File: src/rtl/pcihb_pkg.sv
// Shared constants and types for the host bus interface
`default_nettype none
package pcihb_pkg;
  // Bus commands carried on the command/byte-enable lines
  localparam logic [3:0] CMD_SPECIAL = 4'h1;
  localparam logic [3:0] CMD_MEM_RD  = 4'h6;
  localparam logic [3:0] CMD_MEM_WR  = 4'h7;
  localparam logic [3:0] CMD_CFG_RD  = 4'hA;
  localparam logic [3:0] CMD_CFG_WR  = 4'hB;
  // Memory window claimed as target, 64 bytes
  localparam logic [31:0] MEM_BASE   = 32'hF000_0000;
  localparam int          MEM_LSB    = 6;
  localparam int          SPACE_WORDS = 16;
  // Cycles in data phase with no target claim before master abort
  localparam logic [2:0] DEVSEL_TIMEOUT = 3'h4;
  // Cycles the clock-run line is held low per request
  localparam logic [1:0] CLKRUN_HOLD = 2'h2;
  // Cycles after reset release before the mode strap is taken
  localparam logic [1:0] STRAP_WAIT = 2'h3;
  localparam logic       STRAP_CARDBUS = 1'h1;
  // Master completion status
  localparam logic [1:0] MST_OK    = 2'h0;
  localparam logic [1:0] MST_ABORT = 2'h1;
  localparam logic [1:0] MST_STOP  = 2'h2;

  typedef enum logic [6:0] {
    ST_IDLE  = 7'h01,
    ST_TDATA = 7'h02,
    ST_TTURN = 7'h04,
    ST_MREQ  = 7'h08,
    ST_MADDR = 7'h10,
    ST_MDATA = 7'h20,
    ST_MTURN = 7'h40
  } pcihb_state_e;
endpackage
`default_nettype wire

File: src/rtl/pcihb_par_if.sv
// Carrier between the bus core and its parity unit
`timescale 1ns/1ps
`default_nettype none
interface pcihb_par_if;
  logic [31:0] ad_drv;
  logic [3:0]  cbe_drv;
  logic        drv;
  logic [31:0] ad_bus;
  logic [3:0]  cbe_bus;
  logic        par_bus;
  logic        par_o;
  logic        par_oe;
  logic        par_err;
  modport core (output ad_drv, cbe_drv, drv, ad_bus, cbe_bus, par_bus, input par_o, par_oe, par_err);
  modport unit (input ad_drv, cbe_drv, drv, ad_bus, cbe_bus, par_bus, output par_o, par_oe, par_err);
endinterface
`default_nettype wire

File: src/rtl/pcihb_parity.sv
// Even parity generation and checking, one clock behind address/data
`timescale 1ns/1ps
`default_nettype none
module pcihb_parity
  import pcihb_pkg::*;
(
  input  wire logic   clk_in,
  input  wire logic   rstn_in,
  pcihb_par_if.unit   par_if
);
  typedef struct packed {
    logic par;
    logic oe;
    logic calc;
  } pcihb_par_s;

  pcihb_par_s par_reg;
  pcihb_par_s par_next;

  always_comb
  begin
    par_next      = par_reg;
    par_next.par  = ^{par_if.ad_drv, par_if.cbe_drv};
    par_next.oe   = par_if.drv;
    par_next.calc = ^{par_if.ad_bus, par_if.cbe_bus};
  end

  always_ff @(posedge clk_in or negedge rstn_in)
  begin
    if (!rstn_in)
      par_reg <= '0;
    else
      par_reg <= par_next;
  end

  assign par_if.par_o   = par_reg.par;
  assign par_if.par_oe  = par_reg.oe;
  // Parity line lags the data it covers by one clock
  assign par_if.par_err = par_if.par_bus ^ par_reg.calc;
endmodule
`default_nettype wire

File: src/rtl/pcihb_sync.sv
// Two-stage synchroniser for levels from outside the clock domain
`timescale 1ns/1ps
`default_nettype none
module pcihb_sync #(
  parameter int W = 1
) (
  input  wire logic         clk_in,
  input  wire logic         arstn_in,
  input  wire logic [W-1:0] d_in,
  output logic      [W-1:0] q_out
);
  typedef struct packed {
    logic [W-1:0] s1;
    logic [W-1:0] s2;
  } pcihb_sync_s;

  pcihb_sync_s sync_reg;
  pcihb_sync_s sync_next;

  always_comb
  begin
    sync_next    = sync_reg;
    sync_next.s1 = d_in;
    sync_next.s2 = sync_reg.s1;
  end

  always_ff @(posedge clk_in or negedge arstn_in)
  begin
    if (!arstn_in)
      sync_reg <= '0;
    else
      sync_reg <= sync_next;
  end

  assign q_out = sync_reg.s2;
endmodule
`default_nettype wire

File: src/rtl/pcihb_top.sv
// Host bus interface: target, master, parity and error signalling
//
// Summary of operation
// - Driver of address/data also drives parity, even over data and commands.
// - Parity driven when address/data driven, otherwise taken as input.
// - Initiator asserts frame from cycle start through the burst.
// - Target ready marks that the target can complete the data phase.
// - On writes, initiator ready only while valid data is driven.
// - On reads, initiator ready means ready to take target data.
// - Bus request asserted to the arbiter whenever mastership is needed.
// - Target asserts device select after decoding its own address.
// - Target stop asks the master to end; master then terminates.
// - Clock-run sensed for clock state and driven to request the clock.
// - Data parity errors go on the parity-error line, special cycles excepted.
// - Parity-error driven when receiving data, sampled only when sending write data as master.
// - System error reports address parity and special-cycle data parity errors.
// - Bus interface runs synchronously on the host bus clock.
// - Interrupt requests go out on interrupt line A.
// - Power-management event output asserted on a wake event.
// - Command lines carry command in address phase, byte enables in data.
// - Strap high selects Cardbus mode; configuration select then ignored.
// - Physical layer reset comes from its own power-on reset input.
`timescale 1ns/1ps
`default_nettype none
module pcihb_top
  import pcihb_pkg::*;
(
  input  wire logic        clk_in,
  input  wire logic        rstn_in,
  input  wire logic [31:0] ad_in,
  output logic      [31:0] ad_out,
  output logic             ad_oe_out,
  input  wire logic [3:0]  cbe_in,
  output logic      [3:0]  cbe_out,
  output logic             cbe_oe_out,
  input  wire logic        par_in,
  output logic             par_out,
  output logic             par_oe_out,
  input  wire logic        frame_n_in,
  output logic             frame_n_out,
  output logic             frame_oe_out,
  input  wire logic        irdy_n_in,
  output logic             irdy_n_out,
  output logic             irdy_oe_out,
  input  wire logic        trdy_n_in,
  output logic             trdy_n_out,
  output logic             trdy_oe_out,
  input  wire logic        devsel_n_in,
  output logic             devsel_n_out,
  output logic             devsel_oe_out,
  input  wire logic        stop_n_in,
  output logic             stop_n_out,
  output logic             stop_oe_out,
  input  wire logic        perr_n_in,
  output logic             perr_n_out,
  output logic             perr_oe_out,
  output logic             serr_n_out,
  output logic             serr_oe_out,
  input  wire logic        clkrun_n_in,
  output logic             clkrun_n_out,
  output logic             clkrun_oe_out,
  output logic             req_n_out,
  input  wire logic        gnt_n_in,
  input  wire logic        idsel_in,
  output logic             inta_n_out,
  output logic             inta_oe_out,
  output logic             pme_n_out,
  output logic             pme_oe_out,
  input  wire logic        card_on_in,
  input  wire logic        phy_por_n_in,
  output logic             phy_rst_n_out,
  input  wire logic        int_req_in,
  input  wire logic        wake_in,
  input  wire logic        pme_clr_in,
  input  wire logic        mst_req_in,
  input  wire logic        mst_write_in,
  input  wire logic [31:0] mst_addr_in,
  input  wire logic [31:0] mst_wdata_in,
  input  wire logic [3:0]  mst_be_n_in,
  output logic             mst_busy_out,
  output logic             mst_done_out,
  output logic [1:0]       mst_status_out,
  output logic [31:0]      mst_rdata_out,
  output logic             tgt_write_out,
  output logic [3:0]       tgt_addr_out,
  output logic [31:0]      tgt_wdata_out,
  output logic             par_flag_out,
  output logic             clk_running_out,
  output logic             mode_card_out
);
  typedef struct packed {
    pcihb_state_e st;
    logic [SPACE_WORDS-1:0][31:0] space;
    logic [1:0]  strap_cnt;
    logic        strap_done;
    logic        mode_card;
    logic        frame_q;
    logic [3:0]  tidx;
    logic        twr;
    logic        spc;
    logic        chk_data;
    logic        chk_serr;
    logic [31:0] ad_o;
    logic        ad_oe;
    logic [3:0]  cbe_o;
    logic        cbe_oe;
    logic        frame_a;
    logic        frame_oe;
    logic        irdy_a;
    logic        irdy_oe;
    logic        trdy_a;
    logic        devsel_a;
    logic        stop_a;
    logic        tctl_oe;
    logic        perr_a;
    logic        perr_oe;
    logic        serr_a;
    logic        req_a;
    logic [1:0]  crun_cnt;
    logic        clk_run;
    logic [2:0]  tout;
    logic        mwr;
    logic        mdone;
    logic [1:0]  mstat;
    logic [31:0] mrdata;
    logic [1:0]  wchk;
    logic        par_flag;
    logic        tgt_we;
    logic [31:0] tgt_wd;
    logic        inta;
    logic        pme;
  } pcihb_core_s;

  pcihb_core_s core_reg;
  pcihb_core_s core_next;
  logic [1:0]  pin_sync;
  logic        phy_sync;

  pcihb_par_if par_if ();

  // Select only in bus mode
  // Target claim: configuration by select, or the memory window
  function automatic logic dec_hit(input logic [3:0] cmd, input logic [31:0] addr,
                                   input logic sel, input logic card);
    logic cfg;
    logic mem;
    cfg = (cmd == CMD_CFG_RD || cmd == CMD_CFG_WR) && sel && (card != STRAP_CARDBUS) && (addr[1:0] == 2'h0);
    mem = (cmd == CMD_MEM_RD || cmd == CMD_MEM_WR) && (addr[31:MEM_LSB] == MEM_BASE[31:MEM_LSB]);
    return cfg || mem;
  endfunction

  pcihb_sync #(.W(2)) u_pin_sync (
    .clk_in   (clk_in),
    .arstn_in (rstn_in),
    .d_in     ({wake_in, card_on_in}),
    .q_out    (pin_sync)
  );

  pcihb_sync #(.W(1)) u_phy_rst (
    .clk_in   (clk_in),
    .arstn_in (phy_por_n_in),
    .d_in     (1'h1),
    .q_out    (phy_sync)
  );

  pcihb_parity u_parity (
    .clk_in  (clk_in),
    .rstn_in (rstn_in),
    .par_if  (par_if)
  );

  assign par_if.ad_drv  = core_reg.ad_o;
  assign par_if.cbe_drv = core_reg.cbe_oe ? core_reg.cbe_o : cbe_in;
  assign par_if.drv     = core_reg.ad_oe;
  assign par_if.ad_bus  = ad_in;
  assign par_if.cbe_bus = cbe_in;
  assign par_if.par_bus = par_in;

  always_comb
  begin
    core_next           = core_reg;
    core_next.tgt_we    = 1'h0;
    core_next.mdone     = 1'h0;
    core_next.chk_data  = 1'h0;
    core_next.chk_serr  = 1'h0;
    core_next.frame_q   = frame_n_in;
    core_next.clk_run   = ~clkrun_n_in;
    core_next.inta      = int_req_in;
    // Wake sets, set wins over clear
    core_next.pme       = pin_sync[1] | (core_reg.pme & ~pme_clr_in);
    core_next.wchk      = {core_reg.wchk[0], 1'h0};
    if (!core_reg.strap_done)
    begin
      if (core_reg.strap_cnt == STRAP_WAIT)
      begin
        core_next.strap_done = 1'h1;
        core_next.mode_card  = pin_sync[0];
      end
      else
        core_next.strap_cnt = core_reg.strap_cnt + 2'h1;
    end
    if (core_reg.chk_data && par_if.par_err)
    begin
      core_next.perr_a  = 1'h1;
      core_next.perr_oe = 1'h1;
    end
    else if (core_reg.perr_a)
      core_next.perr_a = 1'h0;
    else
      core_next.perr_oe = 1'h0;
    core_next.serr_a   = core_reg.chk_serr && par_if.par_err;
    core_next.par_flag = (core_reg.chk_data && par_if.par_err) || (core_reg.wchk[1] && !perr_n_in);
    if (frame_n_in && irdy_n_in)
      core_next.spc = 1'h0;
    if (core_reg.spc && !irdy_n_in)
      core_next.chk_serr = 1'h1;
    if (core_reg.crun_cnt != 2'h0)
      core_next.crun_cnt = core_reg.crun_cnt - 2'h1;
    else if (clkrun_n_in && (core_reg.st != ST_IDLE || mst_req_in))
      core_next.crun_cnt = CLKRUN_HOLD;
    case (core_reg.st)
      ST_IDLE:
      begin
        if (!frame_n_in && core_reg.frame_q)
        begin
          core_next.chk_serr = 1'h1;
          if (cbe_in == CMD_SPECIAL)
            core_next.spc = 1'h1;
          if (dec_hit(cbe_in, ad_in, idsel_in, core_reg.mode_card))
          begin
            core_next.st       = ST_TDATA;
            core_next.tidx     = ad_in[5:2];
            core_next.twr      = cbe_in[0];
            core_next.devsel_a = 1'h1;
            core_next.trdy_a   = 1'h1;
            core_next.stop_a   = 1'h1;
            core_next.tctl_oe  = 1'h1;
            core_next.ad_o     = core_reg.space[ad_in[5:2]];
            core_next.ad_oe    = ~cbe_in[0];
          end
        end
        else if (mst_req_in)
        begin
          core_next.st    = ST_MREQ;
          core_next.req_a = 1'h1;
        end
      end
      ST_TDATA:
      begin
        if (!irdy_n_in)
        begin
          if (core_reg.twr)
          begin
            for (int b = 0; b < 4; b++)
              if (!cbe_in[b])
                core_next.space[core_reg.tidx][8*b +: 8] = ad_in[8*b +: 8];
            core_next.tgt_we   = 1'h1;
            core_next.tgt_wd   = ad_in;
            core_next.chk_data = 1'h1;
          end
          core_next.st       = ST_TTURN;
          core_next.devsel_a = 1'h0;
          core_next.trdy_a   = 1'h0;
          core_next.stop_a   = 1'h0;
          core_next.ad_oe    = 1'h0;
        end
      end
      ST_TTURN:
      begin
        core_next.tctl_oe = 1'h0;
        core_next.st      = ST_IDLE;
      end
      ST_MREQ:
      begin
        // Start only on grant and idle bus
        if (!gnt_n_in && frame_n_in && irdy_n_in)
        begin
          core_next.st       = ST_MADDR;
          core_next.req_a    = 1'h0;
          core_next.frame_a  = 1'h1;
          core_next.frame_oe = 1'h1;
          core_next.ad_o     = mst_addr_in;
          core_next.ad_oe    = 1'h1;
          core_next.cbe_o    = mst_write_in ? CMD_MEM_WR : CMD_MEM_RD;
          core_next.cbe_oe   = 1'h1;
          core_next.irdy_a   = 1'h0;
          core_next.irdy_oe  = 1'h1;
        end
      end
      ST_MADDR:
      begin
        // Single phase, so frame drops with the data phase
        core_next.st      = ST_MDATA;
        core_next.frame_a = 1'h0;
        core_next.irdy_a  = 1'h1;
        core_next.cbe_o   = mst_be_n_in;
        core_next.ad_o    = mst_wdata_in;
        core_next.ad_oe   = mst_write_in;
        core_next.tout    = 3'h0;
        core_next.mwr     = mst_write_in;
      end
      ST_MDATA:
      begin
        core_next.st = ST_MTURN;
        if (!trdy_n_in && !devsel_n_in)
        begin
          core_next.mstat = MST_OK;
          if (!core_reg.mwr)
          begin
            core_next.mrdata   = ad_in;
            core_next.chk_data = 1'h1;
          end
          else
            core_next.wchk = 2'h3;
        end
        else if (!stop_n_in)
          core_next.mstat = MST_STOP;
        else if (devsel_n_in && core_reg.tout == DEVSEL_TIMEOUT)
          core_next.mstat = MST_ABORT;
        else
        begin
          core_next.st   = ST_MDATA;
          core_next.tout = core_reg.tout + 3'h1;
        end
        if (core_next.st == ST_MTURN)
        begin
          core_next.irdy_a   = 1'h0;
          core_next.frame_oe = 1'h0;
          core_next.ad_oe    = 1'h0;
          core_next.cbe_oe   = 1'h0;
          core_next.mdone    = 1'h1;
        end
      end
      ST_MTURN:
      begin
        core_next.irdy_oe = 1'h0;
        core_next.st      = ST_IDLE;
      end
      default:
        core_next.st = ST_IDLE;
    endcase
  end

  always_ff @(posedge clk_in or negedge rstn_in)
  begin
    if (!rstn_in)
    begin
      core_reg    <= '0;
      core_reg.st <= ST_IDLE;
    end
    else
      core_reg <= core_next;
  end

  assign ad_out          = core_reg.ad_o;
  assign ad_oe_out       = core_reg.ad_oe;
  assign cbe_out         = core_reg.cbe_o;
  assign cbe_oe_out      = core_reg.cbe_oe;
  assign par_out         = par_if.par_o;
  assign par_oe_out      = par_if.par_oe;
  assign frame_n_out     = ~core_reg.frame_a;
  assign frame_oe_out    = core_reg.frame_oe;
  assign irdy_n_out      = ~core_reg.irdy_a;
  assign irdy_oe_out     = core_reg.irdy_oe;
  assign trdy_n_out      = ~core_reg.trdy_a;
  assign devsel_n_out    = ~core_reg.devsel_a;
  assign stop_n_out      = ~core_reg.stop_a;
  assign trdy_oe_out     = core_reg.tctl_oe;
  assign devsel_oe_out   = core_reg.tctl_oe;
  assign stop_oe_out     = core_reg.tctl_oe;
  assign perr_n_out      = ~core_reg.perr_a;
  assign perr_oe_out     = core_reg.perr_oe;
  // Open-drain lines only ever pull low
  assign serr_n_out      = 1'h0;
  assign serr_oe_out     = core_reg.serr_a;
  assign clkrun_n_out    = 1'h0;
  assign clkrun_oe_out   = core_reg.crun_cnt != 2'h0;
  assign req_n_out       = ~core_reg.req_a;
  assign inta_n_out      = 1'h0;
  assign inta_oe_out     = core_reg.inta;
  assign pme_n_out       = 1'h0;
  assign pme_oe_out      = core_reg.pme;
  assign phy_rst_n_out   = phy_sync;
  assign mst_busy_out    = core_reg.st[3] | core_reg.st[4] | core_reg.st[5] | core_reg.st[6];
  assign mst_done_out    = core_reg.mdone;
  assign mst_status_out  = core_reg.mstat;
  assign mst_rdata_out   = core_reg.mrdata;
  assign tgt_write_out   = core_reg.tgt_we;
  assign tgt_addr_out    = core_reg.tidx;
  assign tgt_wdata_out   = core_reg.tgt_wd;
  assign par_flag_out    = core_reg.par_flag;
  assign clk_running_out = core_reg.clk_run;
  assign mode_card_out   = core_reg.mode_card;
endmodule
`default_nettype wire
File: config.mk
export PLATFORM = sky130hd
export DESIGN_NAME = pcihb_top
export DESIGN_NICKNAME = d
export VERILOG_FILES = /design/src/rtl/pcihb_pkg.sv /design/src/rtl/pcihb_par_if.sv /design/src/rtl/pcihb_parity.sv /design/src/rtl/pcihb_sync.sv /design/src/rtl/pcihb_top.sv
export SDC_FILE = /design/constraint.sdc
export NUM_CORES = 1
export LEC_CHECK = 0
export BUFFER_PORTS_ARGS = -buffer_cell sky130_fd_sc_hd__buf_2
export CORE_UTILIZATION = 30
export CTS_CLUSTER_DIAMETER = 80
export DETAILED_ROUTE_END_ITERATION = 10
export SYNTH_ARGS = -nofsm -noshare
export SYNTH_HDL_FRONTEND = slang
export SYNTH_SLANG_ARGS = --single-unit
File: constraint.sdc
create_clock -name clk_in -period 3.5 [get_ports clk_in]
set_clock_uncertainty 0.1 [all_clocks]
set_input_delay 0.35 -clock clk_in [delete_from_list [all_inputs] [get_ports clk_in]]
set_output_delay 0.35 -clock clk_in [all_outputs]
set_load 0.02 [all_outputs]
==> metrics.txt <==
crit start category=register; gr usage total=0.175; area of the core=104000 um2; register area=between 15000 and 20000 um2; sequential share of the synthesized area=0.532; Peak VDD IR=0.520 mV; M3 GR Usage=0.0446; hold path cells=3; number of port buffers=roughly 260; Place WS=about 0.29 ns; via count=19400; Final Hold Viols=0; Clock Pin Slew Worst Setup and Hold Paths=roughly 0.06 ns; max-cap violations=0; CP startpoint=core_reg[657]; Hold WC Path Type=input pin to register; synth warn=0; critical path capture point type=register; Synth Flop Type=dfrtp_1; DRC=0; first-pass GRT wire length=139 mm; min Tclk post-route=3.29 ns; worst path buffer plus inverter count=2; GRT busiest layer=met2; Crit path arrival time=3.71 ns; power per cell area=573 nW/um2; Mapped Area=31400 um2; CTS root buf=clkbuf_16; Final Slew Violations=0; Post-Synthesis Cells=2166; # Post-CTS Setup Buffers=0; Iteration-0 DRC Markers=roughly 1400; CP max-delay cell=dlygate4sd3_1; area of the multi-input gates=roughly 13000 um2; measured slew at the worst slew-check pin=0.819 ns; hold_sp=mst_wdata_in[28]; fmax=304 MHz; syn avg cell area=14.5 um2; Pre-antenna DRT Iters=5; area post-placement=34000 um2; Hold WS=0.0335 ns; Async SR Flop Fraction=1.00; Die Wd=326 um; R2R depth=7; Final Cycle Share=0.941; GR met2 Demand/Resource=0.277; CTS Buf Count=81; Routed WL=~92 mm; fin worst setup slack=0.205 ns; final instance area=37700 um2; Fill cells=9821; largest net degree at the start of global routing=125; initial core utilization=0.303; final setup violation count=0; H-tree Lvls=3; Vias/cell=4.98; final core utilization=0.364; Worst Path Required=3.92 ns; RSZ-0062 raised after global routing=false; Site Rows=118; # IOs=261; Leak=17.9 nW; CP max FO=32; CP cell instances=or3_4 -> o41ai_4 -> buf_12 -> a21oi_1 -> a221o_1 -> dlygate4sd3_1 -> mux2_2; synth unique cells=59; number of flops mapped to enable cells by yosys=0; DPL Wire Length=63.2 mm; grt met1 use=0.228; CTS tree=done; Longest Clk Path Bufs=3; GRT overflow=0; GPL Wtd Cong=around 0.87; Crit path largest cell delay=0.55 ns; die height=326 um; share of layout cells above drive strength 1=0.507; number of synthesized register bits=roughly 670; Rel. slew slack=0.450; Routed Antenna Nets=0; crit path kind=register to register; initial antenna violation count=2; Worst R2R Start=core_reg[657]; wire length per cell=23.6 um; clk_lat worst skew=0.65 ns; vias in the first global route=21000; die area=106000 um2; Layout Nets=approximately 2600; clock sinks=668; delay-heaviest family, CP=compound AO/OA/AOI/OAI gates; status=completed; Total Negative Setup Slacks=0 ns; Crit. path cell count=7; area grow syn2layout=20.0%
cell families after synthesis:
family | share of synthesized area
mux | 0.302
flops | 0.532
buf+inv | 0.0498
simple gates | 0.0449
compound gates | 0.0436
xor+xnor | 0.0172
fa+ha+maj | 0.00996
other cells | 0.000239
Yosys cell counts, types with 4 or more instances:
cell	count	area share
a21oi_1	40	0.0064
a221o_1	32	0.010
a22oi_1	64	0.015
buf_2	21	0.0033
buf_4	122	0.029
clkbuf_1	83	0.0099
dfrtp_1	667	0.53
ha_1	25	0.010
inv_1	49	0.0059
mux2_2	583	0.21
mux4_2	128	0.092
nand2_1	80	0.0096
nand2b_1	7	0.0014
nand3_1	9	0.0014
nand3b_1	4	0.00096
nand4_1	5	0.0010
nor2_1	20	0.0024
nor2_2	24	0.0048
nor2_4	40	0.014
nor2b_1	10	0.0020
nor3_1	5	0.00080
nor4_1	4	0.00080
o21ai_0	33	0.0053
xnor2_1	46	0.013
xor2_1	13	0.0036
placed cells by master, fill, tap and decap left out, drive strengths merged, types with 8 or more instances in the layout:
cell type	synthesis	final
mux2	584	584
bufinv	0	8
ha	25	25
o21ai	33	33
xnor2	46	46
xor2	13	13
dfrtp	667	667
a21oi	40	40
nand3	9	9
inv	50	61
clkbuf	83	116
nand2	80	80
mux4	128	128
clkinv	1	11
a221o	32	32
buf	148	345
nor2	84	84
a22oi	64	64
nor2b	10	10
dlygate4sd3	0	84
power breakdown:
part | internal, W | switching (W)
registers | 0.00808 | 0.000376
logic | 0.00180 | 0.00250
clock network | 0.00536 | 0.00347
total | 0.0152 | 0.00635
stage by stage:
step	instances	power, W
final	3899	0.0216
after detailed placement	3665	0.0128
after CTS	3897	0.0219
after global placement	3665	0.0127
after floorplan	2169	0.0112
after global routing	3896	0.0224
worst min-delay path, delay by kind of cell:
| kind | cells | cell delay (ns) |
|---|---|---|
| compound gates | 1 | 0.14 |
| mux | 1 | 0.13 |
| buf+inv | 1 | 0.12 |
final cells by class:
type                    instances  share of cell area
flip-flops and latches        668               0.444
multi-input cells            1219               0.349
repair buffers                430              0.0802
clock buffers                 115              0.0628
well taps                    1380              0.0458
clock inverters                33              0.0128
inverters                      51             0.00508
diodes                          3            0.000199
metal layers:
metal  vias up  share of wire  wire (um)
met5         -        0.00014         13
met4         2          0.037       3390
met3       182          0.070       6410
met2       616           0.47      43200
met1     10300           0.42      39100
li1       8353              -          -
worst paths after layout:
check | end | slack [ns]
worst max-delay path | ad_out[5] | 0.21
worst min-delay path | ad_out[28] | 0.03
worst max register to register | ad_out[5] | 0.21
worst min register to register | u_phy_rst.q_out | 0.25
max in group asynchronous | asynchronous set/reset pin | 1.88
min in group asynchronous | asynchronous set/reset pin | 0.20
what timing repair did:
item                                    in CTS  in global routing
endpoints found under the hold margin      130                  0
hold buffers                                84                  0
resized for setup                            0                  1
endpoints found under the setup margin       0                  9
(Power assumes the default switching activity.)
